$ cat src/mem_dma_pkg.sv
package mem_dma_pkg;

  // Register byte offsets on the APB bus.
  localparam logic [7:0] REG_CTRL = 8'h00;
  localparam logic [7:0] REG_ONCHIP = 8'h04;
  localparam logic [7:0] REG_EXT = 8'h08;
  localparam logic [7:0] REG_PAGE = 8'h0C;
  localparam logic [7:0] REG_COUNT = 8'h10;
  localparam logic [7:0] REG_WAIT = 8'h14;
  localparam logic [7:0] REG_IOWAIT = 8'h18;
  localparam logic [7:0] REG_OVERLAY = 8'h1C;
  localparam logic [7:0] REG_CMS = 8'h20;
  localparam logic [7:0] REG_STATUS = 8'h24;

  // Field positions.
  localparam int CTRL_FMT_LSB = 0;
  localparam int CTRL_DIR_BIT = 2;
  localparam int CTRL_CTX_BIT = 3;
  localparam int WAIT_DATA_LSB = 0;
  localparam int WAIT_BYTE_LSB = 3;
  localparam int SEL_PM = 0;
  localparam int SEL_DM = 1;
  localparam int SEL_BM = 2;
  localparam int SEL_IO = 3;
  localparam int HOST_DM_BIT = 14;

  // Reset values that are not zero.
  localparam logic [3:0] CMS_EN_RESET = 4'hB;
  localparam logic [2:0] EXT_OE_N_RESET = 3'h7;
  localparam logic [19:0] HOST_SYNC_RESET = 20'h70000;

  // Address limits and fixed wait count.
  localparam logic [13:0] DM_OVL_LIMIT = 14'h2000;
  localparam logic [13:0] MMR_BASE = 14'h3FE0;
  localparam logic [2:0] PM_WAIT = 3'h0;

  // Core access spaces and byte transfer formats.
  localparam logic [1:0] SPACE_DM = 2'h0;
  localparam logic [1:0] SPACE_IO = 2'h1;
  localparam logic [1:0] SPACE_PM = 2'h2;
  localparam logic [1:0] FMT_PM24 = 2'h0;
  localparam logic [1:0] FMT_DM16 = 2'h1;
  localparam logic [1:0] FMT_DM8_HI = 2'h2;

  typedef enum logic [2:0] {
    DMA_IDLE, DMA_FETCH, DMA_ISSUED, DMA_LOAD, DMA_BYTES, DMA_STORE
  } dma_state_t;

  typedef enum logic [2:0] {
    HOST_IDLE, HOST_ACCESS, HOST_ISSUED, HOST_CAPTURE, HOST_END
  } host_state_t;

  typedef struct packed {
    logic pready;
    logic pslverr;
    logic [31:0] prdata;
    logic [1:0] fmt;
    logic dir;
    logic ctx;
    logic [13:0] onchip_addr;
    logic [13:0] ext_addr;
    logic [7:0] page;
    logic [13:0] count;
    logic [2:0] data_wait;
    logic [2:0] byte_wait;
    logic [3:0][2:0] io_wait;
    logic [1:0] overlay;
    logic [3:0] cms_en;
    logic bus_busy;
    logic bus_dma;
    logic [2:0] bus_wait;
    logic [13:0] ext_addr_out;
    logic [23:0] ext_data;
    logic [2:0] ext_oe_n;
    logic [3:0] sel;
    logic composite_select_out;
    logic ext_rd;
    logic ext_wr;
    logic core_done;
    logic [23:0] core_rdata;
    dma_state_t dma_state;
    logic [23:0] word;
    logic [1:0] byte_left;
    logic dma_irq;
    logic ctx_pulse;
    logic halt;
    logic mem_req;
    logic mem_wr;
    logic mem_pm;
    logic [13:0] mem_addr;
    logic [23:0] mem_wdata;
    host_state_t host_state;
    logic [13:0] host_addr;
    logic host_dm;
    logic host_half;
    logic [15:0] host_hold;
    logic [15:0] host_out;
    logic host_oe_n;
    logic host_ack_n;
    logic host_lat_d;
  } state_t;

endpackage : mem_dma_pkg

$ cat src/memory_interface_dma.sv
// The implementer's own choices: the APB slave port and the register offsets.
`timescale 1ns/10ps
`default_nettype none

module memory_interface_dma
  import mem_dma_pkg::*;
(
  input wire logic i_clock,
  input wire logic i_sys_rst,
  input wire logic i_psel,
  input wire logic i_penable,
  input wire logic i_pwrite,
  input wire logic [7:0] i_paddr,
  input wire logic [31:0] i_pwdata,
  output logic o_pready,
  output logic o_pslverr,
  output logic [31:0] o_prdata,
  input wire logic i_core_req,
  input wire logic i_core_wr,
  input wire logic [1:0] i_core_space,
  input wire logic [13:0] i_core_addr,
  input wire logic [23:0] i_core_wdata,
  output logic o_core_done,
  output logic [23:0] o_core_rdata,
  output logic o_core_halt,
  output logic o_core_ctx_reset,
  output logic [13:0] o_ext_addr,
  input wire logic [23:0] i_ext_data,
  output logic [23:0] o_ext_data,
  output logic [2:0] o_ext_data_oe_n,
  output logic o_program_mem_select,
  output logic o_data_mem_select,
  output logic o_byte_mem_select,
  output logic o_io_space_select,
  output logic o_composite_select_out,
  output logic o_ext_rd,
  output logic o_ext_wr,
  output logic o_mem_req,
  output logic o_mem_wr,
  output logic o_mem_pm,
  output logic [13:0] o_mem_addr,
  output logic [23:0] o_mem_wdata,
  input wire logic [23:0] i_mem_rdata,
  input wire logic [15:0] i_host_ad,
  input wire logic i_host_port_select_n,
  input wire logic i_host_read_strobe_n,
  input wire logic i_host_write_strobe_n,
  input wire logic i_host_addr_latch,
  output logic [15:0] o_host_ad,
  output logic o_host_ad_oe_n,
  output logic o_host_ack_n,
  output logic o_dma_irq
);

  state_t st;
  state_t next_st;
  logic [19:0] host_sync;
  logic [15:0] h_ad;
  logic h_sel, h_rd, h_wr, h_lat, h_txn;
  logic core_ext, core_start, dma_start, bus_end, dma_byte_end, host_needs;
  logic [2:0] core_wait;

  // Host pins are asynchronous, so all of them pass the two-flop stage.
  sync_two_flop #(.WIDTH(20), .RESET_VALUE(HOST_SYNC_RESET)) u_host_sync (
    .i_clock(i_clock),
    .i_sys_rst(i_sys_rst),
    .i_async({i_host_addr_latch, i_host_write_strobe_n, i_host_read_strobe_n,
              i_host_port_select_n, i_host_ad}),
    .o_sync(host_sync)
  );

  assign h_ad = host_sync[15:0];
  assign h_sel = ~host_sync[16];
  assign h_rd = ~host_sync[17];
  assign h_wr = ~host_sync[18];
  assign h_lat = host_sync[19];
  assign h_txn = h_sel & (h_rd | h_wr);

  assign core_ext = (i_core_space != SPACE_DM) ||
                    ((st.overlay != 2'h0) && (i_core_addr < DM_OVL_LIMIT));
  assign core_start = i_core_req & ~st.core_done & core_ext & ~st.bus_busy;
  // The core wins a free bus over byte DMA but waits out a busy one; byte DMA only fills idle slots.
  assign dma_start = (st.dma_state == DMA_BYTES) & ~st.bus_busy &
                     ~(i_core_req & core_ext & ~st.core_done);
  assign bus_end = st.bus_busy & (st.bus_wait == 3'h0);
  assign dma_byte_end = bus_end & st.bus_dma;
  assign host_needs = (st.host_state == HOST_ACCESS) &
                      (h_wr ? (st.host_dm | st.host_half) : (st.host_dm | ~st.host_half));

  always_comb begin
    case (i_core_space)
      SPACE_DM: core_wait = st.data_wait;
      SPACE_IO: core_wait = st.io_wait[i_core_addr[10:9]];
      default: core_wait = PM_WAIT;
    endcase
  end

  function automatic logic [1:0] bytes_per_word(input logic [1:0] fmt);
    case (fmt)
      FMT_PM24: bytes_per_word = 2'h3;
      FMT_DM16: bytes_per_word = 2'h2;
      default: bytes_per_word = 2'h1;
    endcase
  endfunction : bytes_per_word

  // Ends one word: advances the on-chip address and decrements the count.
  function automatic state_t finish_word(input state_t s);
    state_t r;
    r = s;
    r.onchip_addr = s.onchip_addr + 14'h1;
    r.count = s.count - 14'h1;
    r.byte_left = bytes_per_word(s.fmt);
    if (s.count == 14'h1) begin
      r.dma_state = DMA_IDLE;
      r.dma_irq = 1'b1;
      r.halt = 1'b0;
      r.ctx_pulse = s.ctx;
    end else begin
      r.dma_state = s.dir ? DMA_FETCH : DMA_BYTES;
    end
    finish_word = r;
  endfunction : finish_word

  always_comb begin
    next_st = st;
    next_st.pready = i_psel & ~i_penable;
    next_st.pslverr = 1'b0;
    next_st.prdata = 32'h0;
    next_st.core_done = 1'b0;
    next_st.dma_irq = 1'b0;
    next_st.ctx_pulse = 1'b0;
    next_st.mem_req = 1'b0;
    next_st.mem_wr = 1'b0;
    next_st.host_lat_d = h_lat;
    if (i_psel & ~i_penable) begin
      case (i_paddr)
        REG_CTRL: next_st.prdata = {28'h0, st.ctx, st.dir, st.fmt};
        REG_ONCHIP: next_st.prdata = {18'h0, st.onchip_addr};
        REG_EXT: next_st.prdata = {18'h0, st.ext_addr};
        REG_PAGE: next_st.prdata = {24'h0, st.page};
        REG_COUNT: next_st.prdata = {18'h0, st.count};
        REG_WAIT: next_st.prdata = {26'h0, st.byte_wait, st.data_wait};
        REG_IOWAIT: next_st.prdata = {20'h0, st.io_wait};
        REG_OVERLAY: next_st.prdata = {30'h0, st.overlay};
        REG_CMS: next_st.prdata = {28'h0, st.cms_en};
        REG_STATUS: next_st.prdata = {30'h0, st.host_state != HOST_IDLE,
                                      st.dma_state != DMA_IDLE};
        default: next_st.pslverr = 1'b1;
      endcase
    end
    if (i_psel & i_penable & st.pready & i_pwrite) begin
      case (i_paddr)
        REG_CTRL: begin
          next_st.fmt = i_pwdata[CTRL_FMT_LSB +: 2];
          next_st.dir = i_pwdata[CTRL_DIR_BIT];
          next_st.ctx = i_pwdata[CTRL_CTX_BIT];
        end
        REG_ONCHIP: next_st.onchip_addr = i_pwdata[13:0];
        // Changing these mid-transfer corrupts the walk; software must wait.
        REG_EXT: next_st.ext_addr = i_pwdata[13:0];
        REG_PAGE: next_st.page = i_pwdata[7:0];
        REG_COUNT: begin
          next_st.count = i_pwdata[13:0];
          next_st.byte_left = bytes_per_word(st.fmt);
          if (i_pwdata[13:0] != 14'h0) begin
            next_st.dma_state = st.dir ? DMA_FETCH : DMA_BYTES;
            next_st.halt = st.ctx;
          end else begin
            next_st.dma_state = DMA_IDLE;
            next_st.halt = 1'b0;
          end
        end
        REG_WAIT: begin
          next_st.data_wait = i_pwdata[WAIT_DATA_LSB +: 3];
          next_st.byte_wait = i_pwdata[WAIT_BYTE_LSB +: 3];
        end
        REG_IOWAIT: next_st.io_wait = i_pwdata[11:0];
        REG_OVERLAY: next_st.overlay = i_pwdata[1:0];
        REG_CMS: next_st.cms_en = i_pwdata[3:0];
        default: ;
      endcase
    end

    // External bus: one access at a time, strobes held for wait count plus one.
    if (i_core_req & ~st.core_done & ~core_ext) begin
      next_st.core_done = 1'b1;
    end
    if (bus_end) begin
      next_st.bus_busy = 1'b0;
      next_st.sel = 4'h0;
      next_st.ext_rd = 1'b0;
      next_st.ext_wr = 1'b0;
      next_st.ext_oe_n = EXT_OE_N_RESET;
      if (!st.bus_dma) begin
        next_st.core_done = 1'b1;
        next_st.core_rdata = i_ext_data;
      end
    end else if (st.bus_busy) begin
      next_st.bus_wait = st.bus_wait - 3'h1;
    end else if (core_start) begin
      next_st.bus_busy = 1'b1;
      next_st.bus_dma = 1'b0;
      next_st.bus_wait = core_wait;
      next_st.ext_rd = ~i_core_wr;
      next_st.ext_wr = i_core_wr;
      next_st.ext_data = i_core_wdata;
      next_st.ext_oe_n = i_core_wr ? 3'h0 : EXT_OE_N_RESET;
      next_st.sel = 4'h0;
      case (i_core_space)
        SPACE_DM: begin
          next_st.sel[SEL_DM] = 1'b1;
          next_st.ext_addr_out = {st.overlay == 2'h2, i_core_addr[12:0]};
        end
        SPACE_IO: begin
          next_st.sel[SEL_IO] = 1'b1;
          next_st.ext_addr_out = {3'h0, i_core_addr[10:0]};
        end
        default: begin
          next_st.sel[SEL_PM] = 1'b1;
          next_st.ext_addr_out = i_core_addr;
        end
      endcase
    end else if (dma_start) begin
      next_st.bus_busy = 1'b1;
      next_st.bus_dma = 1'b1;
      next_st.bus_wait = st.byte_wait;
      next_st.ext_rd = ~st.dir;
      next_st.ext_wr = st.dir;
      next_st.sel = 4'h0;
      next_st.sel[SEL_BM] = 1'b1;
      next_st.ext_addr_out = st.ext_addr;
      next_st.ext_data = {st.page, st.word[23:16], 8'h00};
      next_st.ext_oe_n = {1'b0, ~st.dir, 1'b1};
    end
    next_st.composite_select_out = |(next_st.sel & next_st.cms_en);

    // Byte DMA engine; the internal end always goes to on-chip memory.
    case (st.dma_state)
      DMA_IDLE: ;
      DMA_FETCH: begin
        if (!host_needs) begin
          next_st.mem_req = 1'b1;
          next_st.mem_pm = st.fmt == FMT_PM24;
          next_st.mem_addr = st.onchip_addr;
          next_st.dma_state = DMA_ISSUED;
        end
      end
      DMA_ISSUED: next_st.dma_state = DMA_LOAD;
      DMA_LOAD: begin
        case (st.fmt)
          FMT_PM24: next_st.word = i_mem_rdata;
          FMT_DM16: next_st.word = {i_mem_rdata[15:0], 8'h00};
          FMT_DM8_HI: next_st.word = {i_mem_rdata[15:8], 16'h0};
          default: next_st.word = {i_mem_rdata[7:0], 16'h0};
        endcase
        next_st.dma_state = DMA_BYTES;
      end
      DMA_BYTES: begin
        if (dma_byte_end) begin
          {next_st.page, next_st.ext_addr} = {st.page, st.ext_addr} + 22'h1;
          next_st.byte_left = st.byte_left - 2'h1;
          next_st.word = st.dir ? {st.word[15:0], 8'h00} : {st.word[15:0], i_ext_data[15:8]};
          if (st.byte_left == 2'h1) begin
            if (st.dir) begin
              next_st = finish_word(next_st);
            end else begin
              next_st.dma_state = DMA_STORE;
            end
          end
        end
      end
      DMA_STORE: begin
        if (!host_needs) begin
          next_st.mem_req = 1'b1;
          next_st.mem_wr = 1'b1;
          next_st.mem_pm = st.fmt == FMT_PM24;
          next_st.mem_addr = st.onchip_addr;
          case (st.fmt)
            FMT_PM24: next_st.mem_wdata = st.word;
            FMT_DM16: next_st.mem_wdata = {8'h00, st.word[15:0]};
            FMT_DM8_HI: next_st.mem_wdata = {8'h00, st.word[7:0], 8'h00};
            default: next_st.mem_wdata = {16'h0, st.word[7:0]};
          endcase
          next_st = finish_word(next_st);
        end
      end
      default: next_st.dma_state = DMA_IDLE;
    endcase

    // Host port; program words move as upper 16 bits then the low byte.
    case (st.host_state)
      HOST_IDLE: begin
        if (st.host_lat_d & ~h_lat) begin
          next_st.host_addr = h_ad[13:0];
          next_st.host_dm = h_ad[HOST_DM_BIT];
          next_st.host_half = 1'b0;
        end else if (h_txn) begin
          next_st.host_state = HOST_ACCESS;
        end
      end
      HOST_ACCESS: begin
        next_st.host_state = HOST_END;
        next_st.mem_pm = host_needs ? ~st.host_dm : next_st.mem_pm;
        next_st.mem_addr = host_needs ? st.host_addr : next_st.mem_addr;
        if (h_wr) begin
          if (~st.host_dm & ~st.host_half) begin
            next_st.host_hold = h_ad;
            next_st.host_half = 1'b1;
          end else begin
            // Control registers at the top of data memory stay untouched.
            next_st.mem_req = ~(st.host_dm & (st.host_addr >= MMR_BASE));
            next_st.mem_wr = next_st.mem_req;
            next_st.mem_wdata = st.host_dm ? {8'h00, h_ad} : {st.host_hold, h_ad[7:0]};
            next_st.host_addr = st.host_addr + 14'h1;
            next_st.host_half = 1'b0;
          end
        end else if (~st.host_dm & st.host_half) begin
          next_st.host_out = {8'h00, st.host_hold[7:0]};
          next_st.host_addr = st.host_addr + 14'h1;
          next_st.host_half = 1'b0;
        end else begin
          next_st.mem_req = 1'b1;
          next_st.host_state = HOST_ISSUED;
        end
      end
      HOST_ISSUED: next_st.host_state = HOST_CAPTURE;
      HOST_CAPTURE: begin
        next_st.host_state = HOST_END;
        if (st.host_dm) begin
          next_st.host_out = i_mem_rdata[15:0];
          next_st.host_addr = st.host_addr + 14'h1;
        end else begin
          next_st.host_out = i_mem_rdata[23:8];
          next_st.host_hold = {8'h00, i_mem_rdata[7:0]};
          next_st.host_half = 1'b1;
        end
      end
      HOST_END: begin
        if (!h_txn) begin
          next_st.host_state = HOST_IDLE;
        end
      end
      default: next_st.host_state = HOST_IDLE;
    endcase
    next_st.host_ack_n = ~((next_st.host_state == HOST_IDLE) ||
                           (next_st.host_state == HOST_END));
    next_st.host_oe_n = ~((next_st.host_state == HOST_END) & h_rd & h_sel);
  end

  always_ff @(posedge i_clock) begin
    if (i_sys_rst) begin
      st <= '0;
      st.cms_en <= CMS_EN_RESET;
      st.ext_oe_n <= EXT_OE_N_RESET;
      st.host_oe_n <= 1'b1;
    end else begin
      st <= next_st;
    end
  end

  assign o_pready = st.pready;
  assign o_pslverr = st.pslverr;
  assign o_prdata = st.prdata;
  assign o_core_done = st.core_done;
  assign o_core_rdata = st.core_rdata;
  assign o_core_halt = st.halt;
  assign o_core_ctx_reset = st.ctx_pulse;
  assign o_ext_addr = st.ext_addr_out;
  assign o_ext_data = st.ext_data;
  assign o_ext_data_oe_n = st.ext_oe_n;
  assign o_program_mem_select = st.sel[SEL_PM];
  assign o_data_mem_select = st.sel[SEL_DM];
  assign o_byte_mem_select = st.sel[SEL_BM];
  assign o_io_space_select = st.sel[SEL_IO];
  assign o_composite_select_out = st.composite_select_out;
  assign o_ext_rd = st.ext_rd;
  assign o_ext_wr = st.ext_wr;
  assign o_mem_req = st.mem_req;
  assign o_mem_wr = st.mem_wr;
  assign o_mem_pm = st.mem_pm;
  assign o_mem_addr = st.mem_addr;
  assign o_mem_wdata = st.mem_wdata;
  assign o_host_ad = st.host_out;
  assign o_host_ad_oe_n = st.host_oe_n;
  assign o_host_ack_n = st.host_ack_n;
  assign o_dma_irq = st.dma_irq;
endmodule : memory_interface_dma

`default_nettype wire

$ cat src/sync_two_flop.sv
`timescale 1ns/10ps
`default_nettype none

module sync_two_flop #(
  parameter int WIDTH = 1,
  parameter logic [WIDTH-1:0] RESET_VALUE = '0
) (
  input wire logic i_clock,
  input wire logic i_sys_rst,
  input wire logic [WIDTH-1:0] i_async,
  output logic [WIDTH-1:0] o_sync
);

  typedef struct packed {
    logic [WIDTH-1:0] first;
    logic [WIDTH-1:0] second;
  } sync_t;

  sync_t st;
  sync_t next_st;

  // The first stage feeds only the second stage.
  always_comb begin
    next_st.first = i_async;
    next_st.second = st.first;
  end

  always_ff @(posedge i_clock) begin
    if (i_sys_rst) begin
      st <= {RESET_VALUE, RESET_VALUE};
    end else begin
      st <= next_st;
    end
  end

  assign o_sync = st.second;

endmodule : sync_two_flop

`default_nettype wire

$ cat config.mk
export PLATFORM = sky130hd
export DESIGN_NAME = memory_interface_dma
export DESIGN_NICKNAME = d
export VERILOG_FILES = /design/src/mem_dma_pkg.sv /design/src/memory_interface_dma.sv /design/src/sync_two_flop.sv
export SDC_FILE = /design/constraint.sdc
export NUM_CORES = 1
export LEC_CHECK = 0
export ABC_CLOCK_PERIOD_IN_PS = 5650
export BUFFER_PORTS_ARGS = -buffer_cell sky130_fd_sc_hd__buf_2
export CORE_MARGIN = 3
export CORE_UTILIZATION = 45
export CTS_CLUSTER_SIZE = 20
export DETAILED_ROUTE_END_ITERATION = 10
export GPL_TIMING_DRIVEN = 0
export PLACE_DENSITY_LB_ADDON = 0.05
export SLEW_MARGIN = 20
export SYNTH_ARGS = -nofsm -noshare
export SYNTH_HDL_FRONTEND = slang
export SYNTH_SLANG_ARGS = --single-unit
$ cat constraint.sdc
create_clock -name i_clock -period 5.65 [get_ports i_clock]
set_clock_uncertainty 0.15 [all_clocks]
set_input_delay 0.565 -clock i_clock [delete_from_list [all_inputs] [get_ports i_clock]]
set_output_delay 0.565 -clock i_clock [all_outputs]
set_load 0.01 [all_outputs]
======== After elaboration in Yosys (flattened, before gate mapping) ========
Cells that the tools add are included.
cells by class
  divide/modulo/power cells ............... 0
  shift-type cells ........................ 0
  reduce and logical (&&, ||, !) cells .... 21
  bitwise operators ....................... 43
  $lt $le $gt $ge ......................... 3
  add/subtract/negate cells ............... 6
  eq/ne operators ......................... 27
  mux-type cells .......................... 109
  multipliers ............................. 0
operator list
  cell                                                                   number
  279-bit 2-to-1 mux                                                     3
  152-bit case mux with 2 select lines                                   1
  24-bit case mux with 3 select lines                                    3
  50-bit 2-to-1 mux                                                      4
  78-bit case mux with 2 select lines                                    1
  152-bit 2-to-1 mux                                                     1
  14-bit case mux with 10 select lines                                   1
  14-bit 2-to-1 mux                                                      8
  100-bit 2-to-1 mux                                                     1
  16-bit 2-to-1 mux                                                      6
  45-bit 2-to-1 mux                                                      2
  78-bit 2-to-1 mux                                                      1
  24-bit 2-to-1 mux                                                      3
  32-bit case mux with 2 select lines                                    1
  3-bit 2-to-1 mux                                                       17
  25-bit 2-to-1 mux                                                      2
  15-bit case mux with 3 select lines                                    1
  42-bit 2-to-1 mux                                                      1
  14-bit case mux with 3 select lines                                    1
  41-bit 2-to-1 mux                                                      1
  33-bit 2-to-1 mux                                                      1
  8-bit by 5-bit equality test with 1-bit output, second input constant  4
  14-bit by 1-bit adder with 14-bit output, second input constant        2
  14-bit case mux with 2 select lines                                    1
  other kinds (50)                                                       142
word-level totals
  logic and storage cells ................. 261
  memories ................................ 0
  RAM bits ................................ 0
  bits in read-only memories .............. 0
  latch bits .............................. 0
  output and inout port bits .............. 169
  flip-flop bits (word level) ............. 357

======== Longest topological paths before layout ========
  word-level depth ........................ 27
  gate-level depth with buffers ........... 11
  gate-level depth less buffers ........... 8

======== Hierarchy ========
A second synthesis with hierarchy kept.
second synthesis, totals
  cell total of the unflattened synthesis .. 2121
  area total of the unflattened synthesis .. 17207.8 um^2
modules (own cells, without submodules)
  module                cells each  instances  sequential area each (um^2)  area an instance (um^2)
  memory_interface_dma  2037        1          5985.7                       16130.5
  sync_two_flop         84          1          800.8                        1077.3

======== Least setup slack after synthesis ========
Ideal clock, no wire load.
  path kind ............................... input -> register
  start ................................... input i_paddr[3]
  end ..................................... register st[275] (netlist name)
  arrival time ............................ 2.759 ns
  data required time ...................... 5.368 ns
  setup slack ............................. 2.609 ns
  cell stages on the path ................. 11
  buffers on the path ..................... 3
  cell sequence ........................... buf_4 -> nor4b_2 -> and3_1 -> buf_2 -> buf_2 -> mux2_2 -> ha_1 -> inv_1 -> nor4_2 -> a31o_2 -> a21oi_1
between the ends
  longest elaborated chain between the ends .. 8
ends and longest elaborated chain
  element                                             line                         text
  from (decl)                                         memory_interface_dma.sv:13   input wire logic [7:0] i_paddr,
  8-bit by 3-bit equality test with 1-bit output (*)  memory_interface_dma.sv:152  case (i_paddr)
  14-bit 2-to-1 mux (*)                               memory_interface_dma.sv:152
  78-bit 2-to-1 mux (*)                               memory_interface_dma.sv:151  if (i_psel & i_penable & st.pready & i_pwrite) begin
  14-bit by 1-bit adder with 14-bit output            memory_interface_dma.sv:110  r.onchip_addr = s.onchip_addr + 14'h1;
  152-bit 2-to-1 mux                                  memory_interface_dma.sv:264  if (st.dir) begin
  279-bit 2-to-1 mux                                  memory_interface_dma.sv:263  if (st.byte_left == 2'h1) begin
  279-bit 2-to-1 mux                                  memory_interface_dma.sv:259  if (dma_byte_end) begin
  152-bit case mux with 2 select lines (*)            memory_interface_dma.sv:238  case (st.dma_state)
  to (signal assigned)                                memory_interface_dma.sv:357  st <= next_st;
  to (decl)                                           memory_interface_dma.sv:55   state_t st;
Every way passes the cells marked *; elsewhere a longest branch is shown, timed or not. The select of a mux whose other input is x is not followed.
A chain may end at the register's enable or synchronous reset.

======== Worst setup path after layout ========
  start ................................... input i_sys_rst
  end ..................................... register st, in the netlist o_dma_irq
RTL lines
  element      line                       text
  from (decl)  memory_interface_dma.sv:9  input wire logic i_sys_rst,
No word-level cell between the ends.

==> results.py <==
metrics = {
    "outcome": {
        "status": "finished clean",
    },
    "worst_setup_path": {
        "crit_buf_inv": 4,
        "slowest_delay_ps": 840,
        "crit_family": "buffers and inverters",
        "worst_path_most_repeated_cell": "clkbuf_1",
        "path_max_fanout": 10,
        "required_ps": 5870,
        "cp_data_arrival_time_ps": 3570,
        "crit_path_end_kind": "flop",
        "crit_path_cell_trace": "clkbuf_1 -> clkbuf_1 -> clkbuf_1 -> clkbuf_1 -> nor2_1",
        "critical_path_class": "input port to flop",
        "critPathSlowestCell": "clkbuf_1",
        "startpoint_type": "input port",
    },
    "clock_tree": {
        "cts_setup_buffers": 0,
        "cts_buffers": 40,
        "ctsResizeCount": 0,
        "cts_tree": "done",
        "hold_buffers": 0,
        "h-tree-depth": 2,
        "cts_buffer_depth": 3,
        "clock_latency_ps": 550,
        "clkTransAtPathRegs_ps": 60,
        "clkSinkCount": 339,
        "root_buffer": "clkbuf_16",
    },
    "timing": {
        "fin_crit_sh_pct": 59.2,
        "finalSetupViolations": 0,
        "fin_tns_setup_ps": 0,
        "hold_viol": 0,
        "max-slew-margin-rel_pct": 22.1,
        "layout_setup_ws_ps": 2300,
        "finalCriticalPeriod_ps": 3350,
        "slew_violations": 0,
        "worst_slew_pin_slew_ps": 1170,
        "fmax_ghz": 0.299,
        "rsz0062_at_grt": "no",
    },
    "die": {
        "coreArea_mm2": 0.0377,
        "start_util_pct": 45.7,
        "io_pins": 324,
        "rows": 71,
        "die_x_um": 202,
        "die_y_um": 202,
        "dieArea_mm2": 0.0407,
    },
    "global_route": {
        "grt_pass1_wl_mm": 98.2,
        "grt_use_met2_pct": 51.0,
        "grt_use_met1_pct": 40.6,
        "grt_usage_pct": 31.0,
        "met3_usage_pct": 4.95,
        "grt.busiest_layer": "met2",
        "antenna_found_initial": 1,
        "grt_start_max_net_pins": 15,
        "grt_pass1_vias": 16345,
        "grt.overflow.total": 0,
    },
    "drt": {
        "ant_nets": 0,
        "drt_iter0_markers": 1424,
        "routed_via_density": 5.71,
        "wl_per_cell_um": 21.7,
        "num_vias": 17159,
        "routed_wl_mm": 65.1,
        "dr.pass1.iters": 6,
        "drcViolationCount": 0,
    },
    "hold_path": {
        "hold_path_class": "input port to flop",
    },
    "logic_synthesis": {
        "synth_cell_type_count": 80,
        "synthCells": 2124,
        "synth-async-reset-ratio_pct": 0,
        "synth-seq-cells": 339,
        "yosys.cell_count.top_type": "dfxtp_1",
        "synth_common_cells": "339 x dfxtp_1, 270 x nand2_1, 255 x nor2_1",
        "ys_warn_count": 0,
        "synth_top_area_share_pct": 39.4,
        "yosys.area.top_type": "dfxtp_1",
        "seq_area_frac_synth_pct": 39.4,
        "synth_edf_count": 0,
        "avgSynthCellArea_um2": 8.11,
        "ys_top_cells_by_area": "dfxtp_1 39%, buf_4 6.6%, nand2_1 5.9%, nor2_1 5.6%, mux2i_1 4.8%",
        "synth_ff_type": "dfxtp_1",
        "synth_area_mm2": 0.0172,
    },
    "place": {
        "pre_cts_ws_ps": 1820,
        "portBuffers": 281,
        "placed_area_mm2": 0.0193,
        "dp_hpwl_mm": 49.5,
        "place_congestion": 0.983,
    },
    "layout": {
        "utilization_pct": 54.9,
        "drive_gt1_share_pct": 22.6,
        "n_antenna_cell": 0,
        "fin_area_mm2": 0.0207,
        "area_delta_synth_final_pct": 20.0,
        "fin_nets": 2627,
    },
    "power_and_ir_drop": {
        "power_density_mw_per_mm2": 287,
        "cellLeakagePower_nw": 8.26,
        "total_power_mw": 5.93,
        "ir_drop_v": 0.000201,
    },
    "job": {
        "cap_violations": 0,
    },
}
-- layout by cell type, fill, tap and decap left out, types with 9 or more instances in the layout --
cell type  count
a22oi_1       64
xnor2_1        9
a31oi_1       23
o22ai_1       20
buf_1         11
nor4_1        15
nand4_1       16
clkbuf_8      11
a211oi_1      35
nor3_1        63
nand2b_1      15
a21oi_1      157
nand2_1      270
mux2i_1       83
o211ai_1      19
or2_2         13
a221oi_1      15
nor2b_1       52
xor2_1        15
clkbuf_16     41
dfxtp_1      339
conb_1        18
buf_4        152
o21ai_0       43
inv_1         25
and3_1        12
buf_2        291
clkbuf_1     141
and2_1         9
a311oi_1      40
nor2_1       255
mux2_2        10
nand3_1       48
-- sequential cells by signal, summed over array words and instances (netlist names), 3 cells and up --
signal               count
st                     148
o_core_rdata            24
o_ext_data              24
o_mem_wdata             24
u_host_sync.next_st     20
u_host_sync.o_sync      20
o_host_ad               16
o_ext_addr              14
o_mem_addr              14
o_prdata                14
o_ext_data_oe_n          3
-- worst reg2reg max path, cell delays in order, from the launching register on --
cell	delay [ps]
dfxtp_1	340
and4_1	190
clkbuf_1	370
and3_1	240
buf_2	200
buf_2	270
mux2_2	220
ha_1	170
inv_1	80
nor4_2	640
a31o_2	250
a21oi_1	50
-- final cells by class --
| class | count | area [µm²] |
|---|---|---|
| Inverter | 25 | 93.8 |
| Multi-Input combinational cell | 1466 | 8660 |
| Fill cell | 3754 | 17000 |
| Tap cell | 511 | 639 |
| Clock buffer | 56 | 1190 |
| Clock inverter | 14 | 135 |
| Buffer | 311 | 1760 |
| Sequential cell | 339 | 6790 |
| Timing Repair Buffer | 281 | 1410 |
-- metal layers --
metal,vias to the layer above,wire [µm]
met5,-,0
met4,0,2760
met3,169,4940
met2,773,30300
met1,8168,27100
li1,8049,-
-- per-stage QoR --
stage               std cells  hold slack (ps)
floorplan                2141              239
global placement         2933              241
detailed placement       2933              244
CTS                      3003             24.7
global route             3003             49.7
finish                   3003             51.6
-- worst paths after layout --
path                                 from                       to  slack (ps)  depth (start not counted)
setup reg to reg                 o_pready                  st[275]        2320                         11
hold / removal       i_host_read_strobe_n  u_host_sync.next_st[17]          50                          2
setup / recovery                i_sys_rst                o_dma_irq        2300                          5
hold reg to reg   u_host_sync.next_st[17]   u_host_sync.o_sync[17]         260                          1
-- power breakdown --
group	internal, mW	switching (mW)
clock network	1.56	1.05
logic	0.311	0.456
registers	2.49	0.0608
total	4.36	1.57
-- logic make-up (layout without fill, tap and decap cells) --
kind of cell	after synthesis	count (layout)	share of synthesized area [%]
flip-flops	339	339	39.4
multiplexers	97	97	5.96
XOR/XNOR	24	24	1.22
buffers and inverters	336	687	10.8
other	1	18	0.0218
AO/OA/AOI/OAI	489	489	19.1
AND/OR/NAND/NOR	830	830	23.0
adder cells (fa/ha/maj)	8	8	0.581
No activity file was read; power rests on OpenSTA's default activity.
